$ cat config.mk
export PLATFORM = sky130hd
export DESIGN_NAME = switch_global_control_bank
export DESIGN_NICKNAME = d
export VERILOG_FILES = /design/src/core/gctl_pkg.sv /design/src/core/switch_global_control_bank.sv
export SDC_FILE = /design/constraint.sdc
export NUM_CORES = 1
export LEC_CHECK = 0
export BUFFER_PORTS_ARGS = -buffer_cell sky130_fd_sc_hd__buf_2
export CAP_MARGIN = 20
export CORE_UTILIZATION = 61
export CTS_CLUSTER_DIAMETER = 200
export DETAILED_ROUTE_END_ITERATION = 10
export PLACE_DENSITY = 0.8
export REMOVE_ABC_BUFFERS = 1
export SLEW_MARGIN = 20
export SYNTH_ARGS = -nofsm -noshare
export SYNTH_HDL_FRONTEND = slang
export SYNTH_SLANG_ARGS = --single-unit
$ cat constraint.sdc
create_clock -name clk -period 7 [get_ports clk]
set_clock_uncertainty 0.15 [all_clocks]
set_input_delay 2.1 -clock clk [delete_from_list [all_inputs] [get_ports clk]]
set_output_delay 2.1 -clock clk [all_outputs]
set_load 0.05 [all_outputs]
$ cat src/core/gctl_pkg.sv
package gctl_pkg;

  // register offsets on the management port
  localparam logic [7:0] OFS_STORM_RATE_HIGH   = 8'h06;
  localparam logic [7:0] OFS_STORM_RATE_LOW    = 8'h07;
  localparam logic [7:0] OFS_FACTORY_TEST_A    = 8'h08;
  localparam logic [7:0] OFS_FACTORY_TEST_B    = 8'h09;
  localparam logic [7:0] OFS_FACTORY_TEST_C    = 8'h0A;
  localparam logic [7:0] OFS_HOST_CLOCK_SELECT = 8'h0B;
  localparam logic [7:0] OFS_PRIO_MAP_LOW      = 8'h0C;
  localparam logic [7:0] OFS_PRIO_MAP_HIGH     = 8'h0D;
  localparam logic [7:0] OFS_UNKNOWN_DEST      = 8'h0E;

  // reset values and fixed contents
  localparam logic [2:0]  RST_STORM_RATE_HIGH = 3'h0;
  localparam logic [7:0]  RST_STORM_RATE_LOW  = 8'h63;
  localparam logic [7:0]  VAL_FACTORY_TEST_A  = 8'h00;
  localparam logic [7:0]  VAL_FACTORY_TEST_B  = 8'h24;
  localparam logic [7:0]  VAL_FACTORY_TEST_C  = 8'h35;
  localparam logic [5:0]  VAL_CLK_SEL_RSVD    = 6'h08;
  localparam logic [15:0] RST_PRIO_MAP        = 16'hFA50;
  localparam logic        RST_UNK_ENABLE      = 1'b0;
  localparam logic        RST_PAD_DRIVE       = 1'b1;
  localparam logic        RST_UNK_RSVD5       = 1'b0;
  localparam logic        RST_UNK_RSVD3       = 1'b0;
  localparam logic [2:0]  RST_UNK_PORT_MASK   = 3'h7;
  localparam logic [2:0]  ALL_PORTS           = 3'h7;

  // field positions, widths and port count
  localparam int HCS_SEL_LSB    = 6;
  localparam int UNK_ENABLE_BIT = 7;
  localparam int UNK_PAD_BIT    = 6;
  localparam int UNK_RSVD5_BIT  = 5;
  localparam int UNK_RSVD3_BIT  = 3;
  localparam int RATE_HIGH_W    = 3;
  localparam int RATE_W         = 11;
  localparam int NUM_PORTS      = 3;
  localparam int PRIO_W         = 2;

  typedef enum logic [1:0] {
    HOST_CLK_31M25 = 2'h0,
    HOST_CLK_62M5  = 2'h1,
    HOST_CLK_125M  = 2'h2
  } host_clk_e;
  localparam logic [1:0] RST_HOST_CLK_SEL = 2'h2;
  localparam logic [1:0] HOST_CLK_RSVD    = 2'h3;

  // timing
  localparam int CLK_KHZ        = 40000;
  localparam int FAST_PERIOD_MS = 67;
  localparam int SLOW_PERIOD_MS = 500;
  localparam int FAST_PERIOD_CYC = FAST_PERIOD_MS * CLK_KHZ;
  localparam int SLOW_PERIOD_CYC = SLOW_PERIOD_MS * CLK_KHZ;
  localparam int TIMER_W        = 25;

  typedef struct packed {
    logic       wr;
    logic       rd;
    logic [7:0] addr;
    logic [7:0] wdata;
  } reg_req_s;

  typedef struct packed {
    logic [NUM_PORTS-1:0] blk;
    logic [NUM_PORTS-1:0] fast_line_mode;
  } storm_in_s;

  typedef struct packed {
    logic [RATE_HIGH_W-1:0]                rate_high;
    logic [7:0]                            rate_low;
    logic [1:0]                            clk_sel;
    logic [15:0]                           prio_map;
    logic                                  unk_enable;
    logic                                  pad_drive;
    logic                                  unk_rsvd5;
    logic                                  unk_rsvd3;
    logic [2:0]                            unk_mask;
    logic [TIMER_W-1:0]                    fast_cnt;
    logic [TIMER_W-1:0]                    slow_cnt;
    logic [NUM_PORTS-1:0][RATE_W-1:0]      blk_cnt;
    logic [7:0]                            rdata;
  } gctl_state_s;

endpackage

$ cat src/core/switch_global_control_bank.sv
`timescale 1ns/1ps
module switch_global_control_bank
  import gctl_pkg::*;
#(
  parameter int FAST_CYC = FAST_PERIOD_CYC,
  parameter int SLOW_CYC = SLOW_PERIOD_CYC
) (
  // clock and reset
  input  wire logic                        clk,
  input  wire logic                        rst,
  // management register port
  input  wire reg_req_s                    req,
  output logic [7:0]                       rdata,
  // storm policing
  input  wire storm_in_s                   storm_in,
  output logic [NUM_PORTS-1:0]             storm_drop,
  // priority lookup
  input  wire logic [2:0]                  pcp,
  output logic [PRIO_W-1:0]                pcp_prio,
  // unknown destination forwarding
  output logic [NUM_PORTS-1:0]             unk_fwd_mask,
  // host interface clock and pad control
  output host_clk_e                        host_clk_sel,
  output logic                             pad_drive_high
);

  localparam logic [TIMER_W-1:0] FAST_LAST = TIMER_W'(FAST_CYC - 1);
  localparam logic [TIMER_W-1:0] SLOW_LAST = TIMER_W'(SLOW_CYC - 1);

  gctl_state_s s_q;
  gctl_state_s s_d;

  logic [RATE_W-1:0] limit;
  logic              fast_tick;
  logic              slow_tick;

  function automatic logic [PRIO_W-1:0] prio_of(input logic [15:0] map, input logic [2:0] tag);
    prio_of = map[{tag, 1'b0} +: PRIO_W];
  endfunction

  function automatic logic [7:0] read_mux(input gctl_state_s s, input logic [7:0] addr);
    read_mux = 8'h00;
    unique case (addr)
      OFS_STORM_RATE_HIGH:   read_mux = {5'h00, s.rate_high};
      OFS_STORM_RATE_LOW:    read_mux = s.rate_low;
      OFS_FACTORY_TEST_A:    read_mux = VAL_FACTORY_TEST_A;
      OFS_FACTORY_TEST_B:    read_mux = VAL_FACTORY_TEST_B;
      OFS_FACTORY_TEST_C:    read_mux = VAL_FACTORY_TEST_C;
      OFS_HOST_CLOCK_SELECT: read_mux = {s.clk_sel, VAL_CLK_SEL_RSVD};
      OFS_PRIO_MAP_LOW:      read_mux = s.prio_map[7:0];
      OFS_PRIO_MAP_HIGH:     read_mux = s.prio_map[15:8];
      OFS_UNKNOWN_DEST:      read_mux = {s.unk_enable, s.pad_drive, s.unk_rsvd5, 1'b0,
                                         s.unk_rsvd3, s.unk_mask};
      default:               read_mux = 8'h00;
    endcase
  endfunction

  assign limit     = {s_q.rate_high, s_q.rate_low};
  assign fast_tick = (s_q.fast_cnt == FAST_LAST);
  assign slow_tick = (s_q.slow_cnt == SLOW_LAST);

  always_comb begin
    logic period_end;
    period_end = 1'b0;
    s_d = s_q;

    s_d.fast_cnt = fast_tick ? '0 : s_q.fast_cnt + TIMER_W'(1);
    s_d.slow_cnt = slow_tick ? '0 : s_q.slow_cnt + TIMER_W'(1);

    for (int p = 0; p < NUM_PORTS; p++) begin
      period_end = storm_in.fast_line_mode[p] ? fast_tick : slow_tick;
      if (period_end) begin
        s_d.blk_cnt[p] = storm_in.blk[p] && (limit != '0) ? RATE_W'(1) : '0;
      end else if (storm_in.blk[p] && (s_q.blk_cnt[p] < limit)) begin
        s_d.blk_cnt[p] = s_q.blk_cnt[p] + RATE_W'(1);
      end
    end

    if (req.rd) begin
      s_d.rdata = read_mux(s_q, req.addr);
    end

    if (req.wr) begin
      unique case (req.addr)
        OFS_STORM_RATE_HIGH: s_d.rate_high = req.wdata[RATE_HIGH_W-1:0];
        OFS_STORM_RATE_LOW:  s_d.rate_low  = req.wdata;
        // code 11 is reserved, write ignored
        OFS_HOST_CLOCK_SELECT: begin
          if (req.wdata[HCS_SEL_LSB +: 2] != HOST_CLK_RSVD) begin
            s_d.clk_sel = req.wdata[HCS_SEL_LSB +: 2];
          end
        end
        OFS_PRIO_MAP_LOW:    s_d.prio_map[7:0]  = req.wdata;
        OFS_PRIO_MAP_HIGH:   s_d.prio_map[15:8] = req.wdata;
        OFS_UNKNOWN_DEST: begin
          s_d.unk_enable = req.wdata[UNK_ENABLE_BIT];
          s_d.pad_drive  = req.wdata[UNK_PAD_BIT];
          s_d.unk_rsvd5  = req.wdata[UNK_RSVD5_BIT];
          s_d.unk_rsvd3  = req.wdata[UNK_RSVD3_BIT];
          s_d.unk_mask   = req.wdata[2:0];
        end
        // factory bytes and unmapped offsets ignore writes
        default: ;
      endcase
    end
  end

  always_ff @(posedge clk or posedge rst) begin
    if (rst) begin
      s_q.rate_high  <= RST_STORM_RATE_HIGH;
      s_q.rate_low   <= RST_STORM_RATE_LOW;
      s_q.clk_sel    <= RST_HOST_CLK_SEL;
      s_q.prio_map   <= RST_PRIO_MAP;
      s_q.unk_enable <= RST_UNK_ENABLE;
      s_q.pad_drive  <= RST_PAD_DRIVE;
      s_q.unk_rsvd5  <= RST_UNK_RSVD5;
      s_q.unk_rsvd3  <= RST_UNK_RSVD3;
      s_q.unk_mask   <= RST_UNK_PORT_MASK;
      s_q.fast_cnt   <= '0;
      s_q.slow_cnt   <= '0;
      s_q.blk_cnt    <= '0;
      s_q.rdata      <= 8'h00;
    end else begin
      s_q <= s_d;
    end
  end

  assign rdata          = s_q.rdata;
  assign storm_drop     = {(s_q.blk_cnt[2] >= limit), (s_q.blk_cnt[1] >= limit), (s_q.blk_cnt[0] >= limit)};
  assign pcp_prio       = prio_of(s_q.prio_map, pcp);
  assign unk_fwd_mask   = s_q.unk_enable ? s_q.unk_mask : ALL_PORTS;
  assign host_clk_sel   = host_clk_e'(s_q.clk_sel);
  assign pad_drive_high = s_q.pad_drive;

endmodule

# == Yosys cells after proc, flatten, opt, wreduce, memory -nomap -nowiden ==
# Index checks and enable logic that the tools add are counted.
# totals
regBits,127
in_bits,29
output_inout_bits,19
elab_cells,71
# op_classes
add_sub_neg,5
magnitude_cmp,6
n_eq_ne,11
n_shift,1
muxes,16
reduce_logical,16
# ops
op,count
2-to-1 mux 11 bit,6
case mux 8 bit (8 select lines),1
"adder 25 x 1 -> 25 bit, second input constant",2
2-to-1 mux 25 bit,2
"== test 8 x 4 -> 1 bit, second input constant",6
"adder 11 x 1 -> 11 bit, second input constant",3
>= comparator 11 bit,3
less-than comparator 11 bit,3
"== test 25 x 22 -> 1 bit, second input constant",1
"== test 25 bit, second input constant",1
"== test 8 x 3 -> 1 bit, second input constant",2
variable part select 16 x 5 -> 2 bit,1
nonzero test 11 bit,1
AND reduction 2 bit,5
logical AND 1 bit,6
2-to-1 mux 1 bit,6
nonzero test 2 bit,3
2-to-1 mux 3 bit,1
AND reduction 3 bit,1
"inequality test 2 bit, second input constant",1

# == Depth between registers and ports, before layout ==
# Gate-level depths: netlist of run 1.
# depth
word_depth,4
ltp_mapped,9
mapped_depth_nobuf,8

# == Least setup slack after synthesis of run 1 ==
# Ideal clock, no wire load.
# synth_timing
path_type,input to output
from,input pcp[0]
to,output pcp_prio[0]
arrival_time_ns,2.952
required_time_ns,4.750
slack_ns,1.798
cell_stages,2
n_path_buf,0
path_cell_list,mux4_2 > mux2_2
# synth_via
elab_chain_len,1
# synth_lines
element,line_no,text
start: declaration,switch_global_control_bank.sv:18,"input wire logic [2:0] pcp,"
variable part select 16 x 5 -> 2 bit,switch_global_control_bank.sv:38,"prio_of = map[{tag, 1'b0} +: PRIO_W];"
end: declaration,switch_global_control_bank.sv:19,"output logic [PRIO_W-1:0] pcp_prio,"
# Every way passes these cells.

# == Worst setup path after layout of run 1 ==
# layout_timing
from,input pcp[0]
to,output pcp_prio[1]
# The elaborated chain is that of the path after synthesis.

==> reports/qor.yml, run 1 <==
post-synth-top-area-cell: "dfrtp_1"
power.leakage_nw: 3.68
synth_compound_area_frac: 0.0758
yosys_warnings: 0
multiInputGateArea_sq_um: 3600
cp_cell_sequence: "buf_2 > mux4_2 > mux2_2 > buf_2"
slew_viol_final: 0
diodes: 0
grt_pass1_vias: 5360
endpoint_kind: "output port"
synth_top_area_frac: 0.388
ys.flop_type: "dfrtp_1"
ctsResizeCount: 0
r2r_start: "s_q[55]"
startpoint: "pcp[0]"
die_y_um: 110
synth-seq-area-share: 0.452
cts_root_buf: "clkbuf_16"
overflow: 0
fin_tns_setup_ns: 0
worstMarginPinSlew_ns: 0.935
die-area_sq_um: 12100
status: "complete, no violations"
antenna_found_initial: 0
synth_most_common_cell: "dfrtp_1"
finalNetCount: 788
postSynthCellCount: 680
clk_pin_slew_ns: 0.05
synth_fa_ha_area_frac: 0.0671
maxSlewHeadroom: 0.377
synthXorXnorAreaFrac: 0.0828
power_density_nw_per_um2: 271
core_sq_um: 11100
cts_made_buffers: 17
finalWeightedCongestion: 0.879
vias: 5368
drv_cap: 0
slowest_stage: "mux4_2"
ys_top_cells_by_count: "dfrtp_1, nor2_1, mux2_2"
post_cts_buffers: 0
ioPinCount: 48
syn_avg_cell_area_sq_um: 10.4
crit_required_ns: 4.75
area_growth_pct: 12.2
wl_per_cell_um: 17.6
total_power_mw: 2.15
fin_crit_ns: 5.51
holdBufCountCts: 0
fillers: 777
drt_wl_total_um: 15400
dp_hpwl_um: 10800
synth_edf_count: 0
crit_fanout: 4
clock-sinks: 127
synth_mux_area_frac: 0.0938
ctsHtreeMaxLevel: 4
synthTopCellsByArea: "dfrtp_1, mux2_2, ha_1"
worst-path-buf-inv: 2
grt_pass1_wl_um: 25400
tritoncts: "yes"
fmax_mhz: 182
rsz0062_at_grt: "false"
hold_viol_final: 0
synth-seq-cells: 127
worstSetupStartpointType: "primary input"
rows: 38
setup_viol: 0
critPathKind: "primary input to output port"
timing.final.crit_share: 0.787
crit_top_cell: "buf_2"
antenna_left: 0
die_w_um: 110
drive_above_1_share: 0.211
clockBufferDepth: 2
async_flop_share: 1.00
cp_top_family: "multiplexers"
ys_types: 59
grt_max_degree: 79
synth_top_family_by_area: "simple AND/OR/NAND/NOR gates"
portBuffers: 47
cp_slowest_stage_delay_ns: 0.52
via_per_inst: 6.14
synth-simple-area-share: 0.189
seq_area_sq_um: 3200
drt_pass1_iterations: 5
start_util: 0.640
hold_start: "s_q[41]"
dr.first_iter.drc_count: 492
ir_drop_mv: 0.240
cp.arrival_ns: 3.26
gr-usage-all-layers: 0.280
netlist_area_sq_um: 7090
clk_latency_ns: 0.42
hp-class: "flip-flop to flip-flop"
drc: 0
-- cells by family after synthesis --
group | count (synthesis)
xor gates and xnor gates | 67
and+or+nand+nor | 250
adders and majority gates | 38
AOI/OAI and AO/OA | 83
buffers and inverters | 59
muxes | 56
DFF | 127
-- through the flow --
step / util / std cells / hold WS, ns / area (sq um) / worst slack (ns)
2_1_floorplan: - / 654 / 0.296 / 6920 / 1.39
3_3_place_gp: 0.663 / 842 / 0.314 / 7340 / 1.53
3_5_place_dp: 0.663 / 842 / 0.331 / 7340 / 1.49
4_1_cts: 0.717 / 874 / 0.339 / 7950 / 1.49
5_1_grt: 0.717 / 874 / 0.366 / 7950 / 1.45
6_report: 0.717 / 874 / 0.336 / 7950 / 1.49
-- cell usage in the layout, fill, tap and decap left out, drive strengths merged, types with 9 or more instances in the layout --
cell / n
nand3: 38
nand2: 34
mux2: 43
ha: 38
o22ai: 9
and3: 17
nor2: 70
nand4: 36
dfstp: 17
a21oi: 29
mux2i: 9
dfrtp: 110
buf: 48
inv: 35
xnor2: 28
o21ai: 18
xor2: 39
clkbuf: 19
-- layout make-up --
| type | count | share of cell area |
|---|---|---|
| clock inverters | 13 | 0.0203 |
| clock buffers | 19 | 0.0557 |
| flip-flops and latches | 127 | 0.403 |
| multi-input cells | 494 | 0.453 |
| inverters | 33 | 0.0159 |
| repair buffers | 48 | 0.0305 |
| well taps | 140 | 0.0220 |
-- registers in the layout (all words and copies together) (netlist names) --
register	flops
s_q	105
rdata	8
host_clk_sel	2
limit	11
pad_drive_high	1
-- layer usage --
metal  GRT usage  vias to the layer above  part of all wire
met5           0                        -                 0
met4       0.133                        0             0.028
met3      0.0741                       38             0.045
met2       0.449                      142              0.50
met1       0.353                     2664              0.43
li1            -                     2524                 -
-- path summary, 6_finish.rpt --
kind                               endpoint  depth (start not counted)  slack [ns]
max in group asynchronous           s_q[97]                          3        3.80
min in group asynchronous           s_q[87]                          2        1.75
worst min-delay path                s_q[41]                          1        0.34
worst min register to register      s_q[41]                          1        0.34
worst max-delay path            pcp_prio[1]                          4        1.49
worst max register to register      s_q[19]                          6        4.07
-- power breakdown --
group,total [mW],switching (mW),internal [mW]
Combinational,0.399,0.243,0.156
Clock,0.900,0.331,0.570
Sequential,0.854,0.0654,0.789
Total,2.15,0.639,1.51
(Power assumes the default switching activity.)
==> inputs of run 2 (changes only) <==
==> constraint.sdc (replaced) <==
create_clock -name clk -period 5.45 [get_ports clk]
set_clock_uncertainty 0.15 [all_clocks]
set_input_delay 1.635 -clock clk [delete_from_list [all_inputs] [get_ports clk]]
set_output_delay 1.635 -clock clk [all_outputs]
set_load 0.05 [all_outputs]
==> run 2 against run 1 <==
Against the previous run: sequential power grew 29%; via count shrank 0.61%; non-clock buffer count grew 1; design area is essentially flat; clock power grew 28%; final cell count grew 0.11%; routed wire length shrank 0.68%; register-to-register slack lost 1.5 ns; die area is the same.
==> reports/qor.yml, run 2 (synthesis results as in run 1) <==
drt_wl_total_um: 15300  # -0.68%
clock-sinks: 127  # unchanged
portBuffers: 47  # unchanged
maxSlewHeadroom: 0.490  # +0.113
holdBufCountCts: 0  # unchanged
post_cts_buffers: 0  # unchanged
p_sw_mw: 0.803  # +26%
ctsHtreeMaxLevel: 4  # unchanged
timing.final.crit_share: 0.841
critPathKind: "primary input to output port"
wl_per_cell_um: 17.5  # -0.79%
drv_cap: 0  # unchanged
dp_hpwl_um: 10800  # -0.73%
antenna_left: 0  # unchanged
fmax_mhz: 218
endpoint_kind: "output port"
setup_viol: 0  # unchanged
power_frac_clock: 0.417  # about the same
cp.arrival_ns: 2.80  # -0.46 ns
seq_area_sq_um: 3200  # unchanged
swShare: 0.291  # -0.00564
fin_area_sq_um: 7950  # about the same
fin_tns_setup_ns: 0  # unchanged
drive_above_1_share: 0.208  # -0.00301
die-area_sq_um: 12100  # unchanged
gr-usage-all-layers: 0.272  # -0.00788
core_sq_um: 11100  # unchanged
largest_reg_flops: 105  # unchanged
fin_hold_ws_ns: 0.332  # -0.00342 ns
diodes: 0  # unchanged
power_density_nw_per_um2: 347  # +28%
hp-class: "flip-flop to flip-flop"
crit_required_ns: 3.67  # -1.08 ns
area_growth_pct: 12.2  # about the same
instances_no_fill: 875  # +0.11%
drt_pass1_iterations: 5  # unchanged
fin_crit_ns: 4.59
power.internal_mw: 1.96  # +29%
worstSetupStartpointType: "primary input"
start_util: 0.640  # unchanged
grt_pass1_vias: 5213  # -2.7%
finalNetCount: 789  # +0.13%
antenna_found_initial: 1  # +1
ctsResizeCount: 0  # unchanged
crit_fanout: 4  # unchanged
clk_pin_slew_ns: 0.05  # about the same
drc: 0  # unchanged
overflow: 0  # unchanged
regMostFlops: "s_q"
rsz0062_at_grt: "false"
power.leakage_nw: 3.68  # -0.13%
die_y_um: 110  # unchanged
hold_viol_final: 0  # unchanged
clk_latency_ns: 0.42  # about the same
mostFrequentLayoutCells: "dfrtp_1, nor2_1, buf_2, mux2_2, xor2_1"
grt_max_degree: 60  # -24%
vias: 5335  # -0.61%
fillers: 806  # +3.7%
r2r_slack_ns: 2.53  # -1.54 ns
ioPinCount: 48  # unchanged
layout_commonest_cell: "dfrtp_1"
dr.first_iter.drc_count: 357  # -27%
tritoncts: "yes"
cts_root_buf: "clkbuf_16"
pwr-share-seq: 0.397  # about the same
worstMarginPinSlew_ns: 0.761  # -0.174 ns
post-place-cells: 843  # +0.12%
die_w_um: 110  # unchanged
clockBufferDepth: 2  # unchanged
multiInputGateArea_sq_um: 3600  # unchanged
ir_drop_mv: 0.442  # +84%
rows: 38  # unchanged
via_per_inst: 6.10  # -0.73%
slew_viol_final: 0  # unchanged
status: "complete, no violations"
grt_pass1_wl_um: 24700  # -2.7%
power_frac_comb: 0.185  # about the same
place_area_sq_um: 7350  # +0.10%
finalWeightedCongestion: 0.903  # +2.7%
cts_made_buffers: 17  # unchanged
final_util: 0.718  # about the same
[run 2: changes by cell type in the layout (fill, tap and decap cells not counted), sizes merged]
cell / previous run / this run
clkinv: 7 / 3
clkbuf: 19 / 23
inv: 35 / 34
clkinvlp: 1 / 2
buf: 48 / 49
[run 2: power groups by stage]
stage               Combinational [mW]  Sequential, mW  Clock (mW)
CTS                              0.513            1.09        1.17
finish                           0.512            1.10        1.15
global placement                 0.478            1.10           0
detailed placement               0.506            1.11           0
floorplan                        0.384            1.09           0
global route                     0.570            1.11        1.21
[run 2: worst max-delay path, cell delays in order]
cell and delay (ns):
buf_2 0.16, mux4_2 0.52, mux2_2 0.28, buf_2 0.21
[run 2: path summary, 6_finish.rpt]
path                          start          end  cells after the start
max in group asynchronous       rst      s_q[29]                      3
min reg2reg                 s_q[70]      s_q[70]                      1
min in group asynchronous       rst      s_q[87]                      2
max                          pcp[0]  pcp_prio[0]                      4
max reg2reg                limit[6]      s_q[38]                      8
min                         s_q[70]      s_q[70]                      1
[run 2: layout make-up]
class	instances	share of cell area
Multi-Input combinational cell	494	0.453
Sequential cell	127	0.402
Clock buffer	23	0.0589
Timing Repair Buffer	49	0.0315
Tap cell	140	0.0220
Clock inverter	9	0.0167
Inverter	33	0.0159
[run 2: per-layer routing]
metal | part of all wire | track usage | wire length [um]
met1 | 0.44 | 0.341 | 6750
met2 | 0.51 | 0.458 | 7750
met3 | 0.040 | 0.0640 | 608
met4 | 0.012 | 0.101 | 183
met5 | 0.0011 | 0 | 17
[run 2: stage by stage]
step,setup slack [ns],power (mW)
finish,0.865,2.76
global route,0.821,2.89
CTS,0.856,2.77
detailed placement,0.858,1.62
global placement,0.908,1.58
floorplan,0.309,1.47
